File: src/logic/flash_cmd_pkg.sv
// constants and types shared by the serial flash instruction decoder
package flash_cmd_pkg;

	// ****************************************************************
	// instruction codes
	// ****************************************************************
	localparam logic [7:0] op_maker_signature_read = 8'h90;
	localparam logic [7:0] op_identification_read = 8'h9f;
	localparam logic [7:0] op_electronic_signature_read = 8'hab;
	localparam logic [7:0] op_parameter_table_read = 8'h5a;
	localparam logic [7:0] op_status_config_write = 8'h01;
	localparam logic [7:0] op_status_clear = 8'h30;
	localparam logic [7:0] op_correction_status_read = 8'h18;
	localparam logic [7:0] op_bank_select_read = 8'h16;
	localparam logic [7:0] op_bank_select_write = 8'h17;
	localparam logic [7:0] op_bank_select_legacy_access = 8'hb9;
	localparam logic [7:0] op_learning_pattern_read = 8'h41;
	localparam logic [7:0] op_nonvolatile_learning_program = 8'h43;
	localparam logic [7:0] op_volatile_learning_write = 8'h4a;
	localparam logic [7:0] op_normal_read = 8'h03;
	localparam logic [7:0] op_normal_read_long_addr = 8'h13;
	localparam logic [7:0] op_quick_read = 8'h0b;
	localparam logic [7:0] op_quick_read_long_addr = 8'h0c;
	localparam logic [7:0] op_double_rate_quick_read = 8'h0d;
	localparam logic [7:0] op_double_rate_quick_read_long = 8'h0e;
	localparam logic [7:0] op_two_bit_output_read = 8'h3b;
	localparam logic [7:0] op_two_bit_output_read_long = 8'h3c;
	localparam logic [7:0] op_four_bit_output_read = 8'h6b;
	localparam logic [7:0] op_four_bit_output_read_long = 8'h6c;
	localparam logic [7:0] op_two_bit_io_read = 8'hbb;
	localparam logic [7:0] op_two_bit_io_read_long = 8'hbc;
	localparam logic [7:0] op_double_rate_two_bit_io_read = 8'hbd;
	localparam logic [7:0] op_double_rate_two_bit_io_read_long = 8'hbe;
	localparam logic [7:0] op_four_bit_io_read = 8'heb;
	localparam logic [7:0] op_four_bit_io_read_long = 8'hec;
	localparam logic [7:0] op_double_rate_four_bit_io_read = 8'hed;
	localparam logic [7:0] op_double_rate_four_bit_io_read_long = 8'hee;
	localparam logic [7:0] op_page_program = 8'h02;
	localparam logic [7:0] op_page_program_long_addr = 8'h12;
	localparam logic [7:0] op_four_bit_page_program = 8'h32;
	localparam logic [7:0] op_four_bit_page_program_alt = 8'h38;
	localparam logic [7:0] op_four_bit_page_program_long = 8'h34;

	// ****************************************************************
	// bank selection register layout and reset value
	// ****************************************************************
	localparam int bank_long_enable_bit = 7; // long address enable position
	localparam int bank_sel_lsb = 0; // bank field low bit
	localparam int bank_sel_width = 2; // four banks
	localparam logic [7:0] bank_reset_value = 8'h00; // bank 0, three-byte mode
	localparam logic [7:0] bank_write_mask = 8'h83; // writable bits

	// ****************************************************************
	// phase lengths in bits
	// ****************************************************************
	localparam logic [5:0] instr_bits = 6'h08; // one instruction byte
	localparam logic [5:0] short_addr_bits = 6'h18; // three address bytes
	localparam logic [5:0] long_addr_bits = 6'h20; // four address bytes
	localparam logic [5:0] data_byte_bits = 6'h08; // one data byte

	// ****************************************************************
	// types
	// ****************************************************************
	typedef enum logic [3:0] {
		cls_none, cls_ident, cls_reg_write, cls_status_clear, cls_bank_read,
		cls_bank_write, cls_learn_read, cls_learn_write, cls_ecc_read,
		cls_array_read, cls_program
	} cmd_class_t;

	typedef enum logic [1:0] {
		addr_none, addr_legacy, addr_four
	} addr_mode_t;

	typedef struct packed {
		cmd_class_t cls; // command family
		logic [7:0] opcode; // raw instruction byte
		addr_mode_t addr_mode; // address field form
		logic [2:0] addr_width; // bits per clock edge in address
		logic [2:0] data_width; // bits per clock edge in write data
		logic ddr; // address taken on both edges
		logic has_wdata; // host sends data bytes after the header
		logic [7:0] max_mhz; // highest host clock allowed
	} cmd_t;

	typedef enum logic [2:0] {
		st_instr, st_addr, st_data, st_out, st_skip
	} phase_t;

endpackage

File: src/logic/flash_cmd_decoder.sv
// instruction decoder and bank address former for a serial nor flash
`timescale 1ns/10ps
module flash_cmd_decoder
(
	input wire logic clock, // 200 MHz core clock
	input wire logic rstn, // asynchronous reset, active low
	input wire logic ce, // clock enable, freezes all state when low
	input wire logic cs_n, // chip select pin, active low
	input wire logic sck, // serial clock pin from the host
	input wire logic [3:0] io_in, // io pins, bit 0 is the serial input
	output logic so_out, // serial output data
	output logic so_oe, // serial output enable
	output flash_cmd_pkg::cmd_t cmd, // decoded command
	output logic cmd_valid, // one-cycle pulse, cmd is new
	output logic [31:0] addr_out, // full 32-bit start address
	output logic addr_valid, // one-cycle pulse, addr_out is new
	output logic [7:0] data_out, // write data byte
	output logic data_valid, // one-cycle pulse, data_out is new
	output logic [7:0] bank_out // bank selection register contents
);

	// ****************************************************************
	// pin synchronisers
	// ****************************************************************
	logic cs_q1, cs_q2; // chip select chain
	logic sck_q1, sck_q2, sck_q3; // clock chain, third stage for edges
	logic [3:0] io_q1, io_q2; // data chain

	// pins are asynchronous to the core clock; only the second stage is read, plus the third for the clock
	always_ff @(posedge clock or negedge rstn)
	begin
		if (!rstn)
		begin
			cs_q1 <= 1'b1;
			cs_q2 <= 1'b1;
			sck_q1 <= 1'b0;
			sck_q2 <= 1'b0;
			sck_q3 <= 1'b0;
			io_q1 <= 4'h0;
			io_q2 <= 4'h0;
		end
		else if (ce)
		begin
			cs_q1 <= cs_n;
			cs_q2 <= cs_q1;
			sck_q1 <= sck;
			sck_q2 <= sck_q1;
			sck_q3 <= sck_q2;
			io_q1 <= io_in;
			io_q2 <= io_q1;
		end
	end

	// ****************************************************************
	// state
	// ****************************************************************
	flash_cmd_pkg::phase_t phase_reg; // current phase of the command
	logic [5:0] cnt_reg; // bits taken in this phase
	logic [31:0] sh_reg; // input shift register
	logic [7:0] bank_reg; // bank selection register
	logic [7:0] out_sh_reg; // output shift register
	flash_cmd_pkg::cmd_t cmd_reg; // latched decode
	logic rise, fall, take; // serial clock events
	logic [2:0] width_now; // bits per edge in this phase
	logic [31:0] sh_next; // shift register after this edge
	logic [5:0] cnt_next; // bit count after this edge
	logic [5:0] addr_need; // address length in bits
	logic long_mode; // four bytes expected for this command
	flash_cmd_pkg::cmd_t dec; // decode of the byte just completed

	// edges count only while selected; the host idles the clock otherwise
	assign rise = sck_q2 & ~sck_q3 & ~cs_q2;
	assign fall = ~sck_q2 & sck_q3 & ~cs_q2;
	// double-rate headers are taken on both edges, but the fall right after the
	// instruction carries nothing: the address starts on the next rise
	assign take = rise | (fall & cmd_reg.ddr & (phase_reg == flash_cmd_pkg::st_addr) &
		(cnt_reg != 6'h00));

	// ****************************************************************
	// decode
	// ****************************************************************
	function automatic flash_cmd_pkg::cmd_t decode(input logic [7:0] op);
		flash_cmd_pkg::cmd_t c;
		c = '0;
		c.cls = flash_cmd_pkg::cls_none;
		c.opcode = op;
		c.addr_mode = flash_cmd_pkg::addr_none;
		c.addr_width = 3'h1;
		c.data_width = 3'h1;
		c.max_mhz = 8'h85;
		unique case (op)
			flash_cmd_pkg::op_maker_signature_read,
			flash_cmd_pkg::op_parameter_table_read:
				c.cls = flash_cmd_pkg::cls_ident;
			flash_cmd_pkg::op_electronic_signature_read:
			begin
				c.cls = flash_cmd_pkg::cls_ident;
				c.max_mhz = 8'h32;
			end
			flash_cmd_pkg::op_identification_read:
				c.cls = flash_cmd_pkg::cls_ident;
			flash_cmd_pkg::op_status_config_write:
			begin
				c.cls = flash_cmd_pkg::cls_reg_write;
				c.has_wdata = 1'b1;
			end
			flash_cmd_pkg::op_status_clear:
				c.cls = flash_cmd_pkg::cls_status_clear;
			flash_cmd_pkg::op_bank_select_read:
				c.cls = flash_cmd_pkg::cls_bank_read;
			flash_cmd_pkg::op_bank_select_write,
			flash_cmd_pkg::op_bank_select_legacy_access:
			begin
				c.cls = flash_cmd_pkg::cls_bank_write;
				c.has_wdata = 1'b1;
			end
			flash_cmd_pkg::op_learning_pattern_read:
				c.cls = flash_cmd_pkg::cls_learn_read;
			flash_cmd_pkg::op_nonvolatile_learning_program,
			flash_cmd_pkg::op_volatile_learning_write:
			begin
				c.cls = flash_cmd_pkg::cls_learn_write;
				c.has_wdata = 1'b1;
			end
			flash_cmd_pkg::op_correction_status_read:
			begin
				c.cls = flash_cmd_pkg::cls_ecc_read;
				c.addr_mode = flash_cmd_pkg::addr_four;
			end
			default:
			begin
				// array reads and programs, sorted by family below
			end
		endcase
		// array reads and quad programs: legacy form first, long form second
		unique case (op)
			flash_cmd_pkg::op_normal_read, flash_cmd_pkg::op_normal_read_long_addr:
				c.max_mhz = 8'h32;
			flash_cmd_pkg::op_double_rate_quick_read,
			flash_cmd_pkg::op_double_rate_quick_read_long:
			begin
				c.ddr = 1'b1;
				c.max_mhz = 8'h50;
			end
			flash_cmd_pkg::op_two_bit_output_read, flash_cmd_pkg::op_two_bit_output_read_long,
			flash_cmd_pkg::op_four_bit_output_read,
			flash_cmd_pkg::op_four_bit_output_read_long:
				c.max_mhz = 8'h68;
			flash_cmd_pkg::op_two_bit_io_read, flash_cmd_pkg::op_two_bit_io_read_long:
			begin
				c.addr_width = 3'h2;
				c.max_mhz = 8'h68;
			end
			flash_cmd_pkg::op_double_rate_two_bit_io_read,
			flash_cmd_pkg::op_double_rate_two_bit_io_read_long:
			begin
				c.addr_width = 3'h2;
				c.ddr = 1'b1;
				c.max_mhz = 8'h50;
			end
			flash_cmd_pkg::op_four_bit_io_read, flash_cmd_pkg::op_four_bit_io_read_long:
			begin
				c.addr_width = 3'h4;
				c.max_mhz = 8'h68;
			end
			flash_cmd_pkg::op_double_rate_four_bit_io_read,
			flash_cmd_pkg::op_double_rate_four_bit_io_read_long:
			begin
				c.addr_width = 3'h4;
				c.ddr = 1'b1;
				c.max_mhz = 8'h50;
			end
			flash_cmd_pkg::op_four_bit_page_program,
			flash_cmd_pkg::op_four_bit_page_program_alt,
			flash_cmd_pkg::op_four_bit_page_program_long:
			begin
				c.data_width = 3'h4;
				c.max_mhz = 8'h50;
			end
			default:
			begin
				// 0b/0c quick read and 02/12 program keep single width, 133 MHz
			end
		endcase
		// family and address form
		unique case (op)
			flash_cmd_pkg::op_normal_read, flash_cmd_pkg::op_quick_read,
			flash_cmd_pkg::op_double_rate_quick_read, flash_cmd_pkg::op_two_bit_output_read,
			flash_cmd_pkg::op_four_bit_output_read, flash_cmd_pkg::op_two_bit_io_read,
			flash_cmd_pkg::op_double_rate_two_bit_io_read, flash_cmd_pkg::op_four_bit_io_read,
			flash_cmd_pkg::op_double_rate_four_bit_io_read:
			begin
				c.cls = flash_cmd_pkg::cls_array_read;
				c.addr_mode = flash_cmd_pkg::addr_legacy;
			end
			flash_cmd_pkg::op_normal_read_long_addr, flash_cmd_pkg::op_quick_read_long_addr,
			flash_cmd_pkg::op_double_rate_quick_read_long,
			flash_cmd_pkg::op_two_bit_output_read_long,
			flash_cmd_pkg::op_four_bit_output_read_long,
			flash_cmd_pkg::op_two_bit_io_read_long,
			flash_cmd_pkg::op_double_rate_two_bit_io_read_long,
			flash_cmd_pkg::op_four_bit_io_read_long,
			flash_cmd_pkg::op_double_rate_four_bit_io_read_long:
			begin
				c.cls = flash_cmd_pkg::cls_array_read;
				c.addr_mode = flash_cmd_pkg::addr_four;
			end
			flash_cmd_pkg::op_page_program, flash_cmd_pkg::op_four_bit_page_program,
			flash_cmd_pkg::op_four_bit_page_program_alt:
			begin
				c.cls = flash_cmd_pkg::cls_program;
				c.addr_mode = flash_cmd_pkg::addr_legacy;
				c.has_wdata = 1'b1;
			end
			flash_cmd_pkg::op_page_program_long_addr,
			flash_cmd_pkg::op_four_bit_page_program_long:
			begin
				c.cls = flash_cmd_pkg::cls_program;
				c.addr_mode = flash_cmd_pkg::addr_four;
				c.has_wdata = 1'b1;
			end
			default:
			begin
				// non-array commands were classed above
			end
		endcase
		return c;
	endfunction

	// ****************************************************************
	// shift datapath
	// ****************************************************************
	// width for this phase, then the shifted word and count
	always_comb
	begin
		unique case (phase_reg)
			flash_cmd_pkg::st_addr: width_now = cmd_reg.addr_width;
			flash_cmd_pkg::st_data: width_now = cmd_reg.data_width;
			default: width_now = 3'h1;
		endcase
		unique case (width_now)
			3'h2: sh_next = {sh_reg[29:0], io_q2[1:0]};
			3'h4: sh_next = {sh_reg[27:0], io_q2};
			default: sh_next = {sh_reg[30:0], io_q2[0]};
		endcase
		cnt_next = cnt_reg + 6'(width_now);
	end

	assign dec = decode(sh_next[7:0]);
	// the long enable only reshapes legacy commands
	assign long_mode = (cmd_reg.addr_mode == flash_cmd_pkg::addr_four) |
		bank_reg[flash_cmd_pkg::bank_long_enable_bit];
	assign addr_need = long_mode ? flash_cmd_pkg::long_addr_bits :
		flash_cmd_pkg::short_addr_bits;

	// ****************************************************************
	// phase sequencer
	// ****************************************************************
	// chip select high always ends the command and rearms the decoder
	always_ff @(posedge clock or negedge rstn)
	begin
		if (!rstn)
		begin
			phase_reg <= flash_cmd_pkg::st_instr;
			cnt_reg <= 6'h00;
			sh_reg <= 32'h0000_0000;
			cmd_reg <= '0;
		end
		else if (ce)
		begin
			if (cs_q2)
			begin
				phase_reg <= flash_cmd_pkg::st_instr;
				cnt_reg <= 6'h00;
			end
			else if (take)
			begin
				sh_reg <= sh_next;
				cnt_reg <= cnt_next;
				unique case (phase_reg)
					flash_cmd_pkg::st_instr:
						if (cnt_next == flash_cmd_pkg::instr_bits)
						begin
							cmd_reg <= dec;
							cnt_reg <= 6'h00;
							if (dec.cls == flash_cmd_pkg::cls_none)
								phase_reg <= flash_cmd_pkg::st_skip;
							else if (dec.addr_mode != flash_cmd_pkg::addr_none)
								phase_reg <= flash_cmd_pkg::st_addr;
							else if (dec.has_wdata)
								phase_reg <= flash_cmd_pkg::st_data;
							else if (dec.cls == flash_cmd_pkg::cls_bank_read)
								phase_reg <= flash_cmd_pkg::st_out;
							else
								phase_reg <= flash_cmd_pkg::st_skip;
						end
					flash_cmd_pkg::st_addr:
						if (cnt_next == addr_need)
						begin
							cnt_reg <= 6'h00;
							// read data, latency and the rest lie beyond this block
							phase_reg <= cmd_reg.has_wdata ? flash_cmd_pkg::st_data :
								flash_cmd_pkg::st_skip;
						end
					flash_cmd_pkg::st_data:
						if (cnt_next == flash_cmd_pkg::data_byte_bits)
							cnt_reg <= 6'h00;
					flash_cmd_pkg::st_out:
						cnt_reg <= 6'h01; // first read rise arms the output shifter
					flash_cmd_pkg::st_skip:
						cnt_reg <= 6'h00;
				endcase
			end
		end
	end

	// ****************************************************************
	// result strobes
	// ****************************************************************
	// one pulse per finished field; data stays until the next field
	always_ff @(posedge clock or negedge rstn)
	begin
		if (!rstn)
		begin
			cmd_valid <= 1'b0;
			addr_valid <= 1'b0;
			data_valid <= 1'b0;
			addr_out <= 32'h0000_0000;
			data_out <= 8'h00;
		end
		else if (ce)
		begin
			cmd_valid <= 1'b0;
			addr_valid <= 1'b0;
			data_valid <= 1'b0;
			if (!cs_q2 && take)
			begin
				if (phase_reg == flash_cmd_pkg::st_instr && cnt_next == flash_cmd_pkg::instr_bits)
					cmd_valid <= 1'b1;
				if (phase_reg == flash_cmd_pkg::st_addr && cnt_next == addr_need)
				begin
					addr_valid <= 1'b1;
					// short form: bank register supplies the top byte, read once here
					if (long_mode)
						addr_out <= sh_next;
					else
						addr_out <= {6'h00, bank_reg[1:0], sh_next[23:0]};
				end
				if (phase_reg == flash_cmd_pkg::st_data &&
					cnt_next == flash_cmd_pkg::data_byte_bits)
				begin
					data_valid <= 1'b1;
					data_out <= sh_next[7:0];
				end
			end
		end
	end

	// ****************************************************************
	// bank selection register
	// ****************************************************************
	// volatile: reset gives bank 0 and three-byte addressing; reads never touch it
	always_ff @(posedge clock or negedge rstn)
	begin
		if (!rstn)
			bank_reg <= flash_cmd_pkg::bank_reset_value;
		else if (ce && !cs_q2 && take && phase_reg == flash_cmd_pkg::st_data &&
			cmd_reg.cls == flash_cmd_pkg::cls_bank_write &&
			cnt_next == flash_cmd_pkg::data_byte_bits)
			bank_reg <= sh_next[7:0] & flash_cmd_pkg::bank_write_mask;
	end

	// ****************************************************************
	// bank read output
	// ****************************************************************
	// loaded with the instruction; the first fall only launches bit 7, so shifting
	// waits for a read rise, else the host would take bit 6 first; repeats the byte
	always_ff @(posedge clock or negedge rstn)
	begin
		if (!rstn)
			out_sh_reg <= 8'h00;
		else if (ce)
		begin
			if (phase_reg == flash_cmd_pkg::st_instr)
				out_sh_reg <= bank_reg;
			else if (phase_reg == flash_cmd_pkg::st_out && fall && cnt_reg != 6'h00)
				out_sh_reg <= {out_sh_reg[6:0], out_sh_reg[7]};
		end
	end

	assign so_out = out_sh_reg[7];
	assign so_oe = (phase_reg == flash_cmd_pkg::st_out) & ~cs_q2;
	assign cmd = cmd_reg;
	assign bank_out = bank_reg;
endmodule

File: config.mk
export PLATFORM = sky130hd
export DESIGN_NAME = flash_cmd_decoder
export DESIGN_NICKNAME = d
export VERILOG_FILES = /design/src/logic/flash_cmd_pkg.sv /design/src/logic/flash_cmd_decoder.sv
export SDC_FILE = /design/constraint.sdc
export NUM_CORES = 1
export LEC_CHECK = 0
export ABC_AREA = 1
export ABC_CLOCK_PERIOD_IN_PS = 9100
export BUFFER_PORTS_ARGS = -buffer_cell sky130_fd_sc_hd__buf_2
export CORE_ASPECT_RATIO = 0.6
export CORE_MARGIN = 10
export CORE_UTILIZATION = 62
export DETAILED_ROUTE_END_ITERATION = 7
export GPL_ROUTABILITY_DRIVEN = 1
export PLACE_DENSITY = 0.85
export SYNTH_ARGS = -nofsm -noshare
export SYNTH_HDL_FRONTEND = slang
export SYNTH_SLANG_ARGS = --single-unit
File: constraint.sdc
create_clock -name clock -period 9.1 [get_ports clock]
set_input_delay 1.82 -clock clock [delete_from_list [all_inputs] [get_ports clock]]
set_output_delay 1.82 -clock clock [all_outputs]
set_load 0.1 [all_outputs]
==> reports/metrics.cfg <==
[run_status]
status = complete, no violations

[floorplan]
dieWidth_um = 155
die_h_um = 101
dieArea_um2 = 15600
initial_utilization_pct = 63.7
core_area_um2 = 10600
ios = 92
std_cell_rows = 29

[detailed_routing]
top_layer = met4
drt-met1-wl_mm = 8.53
ant_nets = 0
vias_per_cell = 5.81
drt_iter0_drc = 844
wl_per_cell_um = 17.4
wl_met3_mm = 2.11
dr_wl_met2_mm = 7.88
dr_total_vias = 6284
drc_errors = 0
drt_first_pass_iters = 6
wl_mm = 18.8

[yosys]
synth-simple-area-share_pct = 25.8
synthTopCellsByArea = dfrtp_1 49%, nand2_1 14%, o21ai_0 7.7%, inv_1 4.5%, nor2_1 3.0%
synth.avg_cell_area_um2 = 7.90
synth_warnings = 0
ys_ff_latch = 134
synthCells = 857
synthXorXnorAreaFrac_pct = 0.388
synth_top_family_by_area = simple AND/OR/NAND/NOR gates
synth-compound-area-share_pct = 14.9
synthMuxAreaShare_pct = 0.462
synth.distinct_cells = 45
seq_area_frac_synth_pct = 49.5
synth_adder_area_share_pct = 0.850
yosys.area.top_type = dfrtp_1
synth_area_um2 = 6770
synth.top_cell.area_share_pct = 48.8

[setup_path]
r2r_end = addr_out[8]
path_class = register to register
max_stage_delay_ns = 0.94
setup.worst_path.end_class = register
crit_start = phase_reg[0]
reg2reg_depth = 14
crit_path_max_fanout = 65
worst_path_max_delay_cell = nand3_2
cp_cell_sequence = inv_2, nor2_2, nand3_1, nand3_2, ha_1, inv_1, fa_1, or2_2, a21oi_1, xor2_1, a21oi_1, a211oi_1, nand3_2, o21ai_0
r2r_slack_ns = 4.50
crit_required_ns = 9.39
cp.arrival_ns = 4.89
cp.depth = 14
worstSetupEndpoint = addr_out[8]
crit_family = simple AND/OR/NAND/NOR gates
r2r_start = phase_reg[0]
path_buf_inv = 2
start_kind = register

[clocking]
cts_tree = yes
post_cts_buffers = 0
clk_pin_slew_ns = 0.06
clock_latency_ns = 0.43
numCtsBuffers = 17
clock_sinks = 134
cts_max_level = 4
cts.repair.resized = 0
cts_hold_buf = 0
cts_root_buffer = clkbuf_16
max-clock-path-buffers = 2

[global_routing]
grt_usage_pct = 24.0
grt_first_pass_wirelength_mm = 30.4
antenna_found_initial = 0
grt_overflow_total = 0
grt_max_degree = 86
grt_pass1_vias = 5912

[sta]
slew_headroom_pct = 23.9
setup_viol = 0
worstMarginPinSlew_ns = 1.14
timing.fmax_ghz = 0.217
finalCriticalPeriod_ns = 4.60
rsz0062_at_grt = no
finalSetupTns_ns = 0
clock_skew_ns = 0.00924
drv_slew = 0
whs_ns = 0.474
post-route-period-util_pct = 50.6
hold_viol = 0

[final_layout]
fin_cells = 1081
finalNetCount = 942
largest_reg_flops = 32
final_common_cell = nand2_1
fill_cells = 814
diodes = 0
drive_gt1_share_pct = 18.0
syn2layout_area_growth_pct = 15.7
multiInputGateArea_um2 = 2900
layout_common_cells = 250 x nand2_1, 132 x dfrtp_1, 104 x o21ai_0
regArea_um2 = 3360

[worst_hold_path]
hold_class = register to register

[run]
cap_violations = 0

[power]
irDropWorstVdd_uv = 223
p_leak_uw = 0.00397
power.density_nw_per_um2 = 273

[placed_design]
gp_congestion = 0.994
dpl.hpwl_mm = 12.9
placed_cells = 1049
io_buffers = 85

## routing by layer
metal  up-vias  global-route usage [%]
li1       2949                       -
met1      2967                    33.6
met2       341                    33.3
met3        27                    9.55
met4         0                    6.94
met5         -                       0
## synthesized netlist by cell type (all sizes together)
cell    count
nand3b      1
xor2        3
a211oi      2
fa          1
clkbuf     27
a31oi       6
dfstp       2
or2         1
nand3      30
dfrtp     132
nor3       17
a31o        1
nor4        4
nand2     261
mux2i       2
a32o        1
o221ai      8
o21ai     107
o31ai       1
o22ai      20
inv        89
nand4      11
clkinv      2
mux2        1
conb        1
buf        13
ha          3
o21a        2
and3        1
nor2       73
a41oi       2
a21oi      32
## worst min-delay path by stage
stage	start	endpoint	slack, ns	depth (start not counted)
4_1_cts	cs_q1	cs_q1	0.47	2
2_1_floorplan	sh_reg[30]	sh_reg[30]	0.44	2
3_3_place_gp	sh_reg[30]	sh_reg[30]	0.46	2
3_5_place_dp	cs_q1	cs_q1	0.46	2
5_1_grt	cs_q1	cs_q1	0.48	2
6_report	cs_q1	cs_q1	0.47	2
## worst reg2reg max path: stages (launching register included)
cell and delay [ns]:
dfrtp_1 0.44, inv_2 0.10, nor2_2 0.19, nand3_1 0.12, nand3_2 0.13, ha_1 0.18, inv_1 0.06, fa_1 0.38
or2_2 0.33, a21oi_1 0.18, xor2_1 0.26, a21oi_1 0.10, a211oi_1 0.47, nand3_2 0.94, o21ai_0 0.60
## layout make-up
type | instances | share of cell area, %
Tap cell | 139 | 2.22
Inverter | 91 | 4.36
Clock inverter | 12 | 1.95
Clock buffer | 20 | 5.83
Multi-Input combinational cell | 597 | 37.0
Sequential cell | 134 | 42.8
Timing Repair Buffer | 88 | 5.80
## per-stage QoR
stage | total power, uW | utilization (%) | worst slack (ns) | cell area (um^2)
3_3_place_gp | 1390 | 68.0 | 4.53 | 7230
4_1_cts | 2120 | 73.7 | 4.58 | 7840
2_1_floorplan | 1230 | - | 4.59 | 6790
6_report | 2140 | 73.7 | 4.50 | 7840
3_5_place_dp | 1410 | 68.0 | 4.38 | 7230
5_1_grt | 2240 | 73.7 | 4.14 | 7840
## where the power goes
part | internal, uW | total, uW | leakage (uW) | switching [uW]
Sequential | 697 | 776 | 0.00177 | 79.2
Combinational | 158 | 651 | 0.00192 | 493
Clock | 444 | 710 | 0.000288 | 266
Total | 1300 | 2140 | 0.00397 | 838
## cells by family after synthesis
kind of cell	Yosys count
other cells	1
simple gates	399
fa+ha+maj	4
compound gates	182
flops	134
mux	3
xor+xnor	3
buf+inv	131
Note: power is estimated with default switching activity, not from simulation.
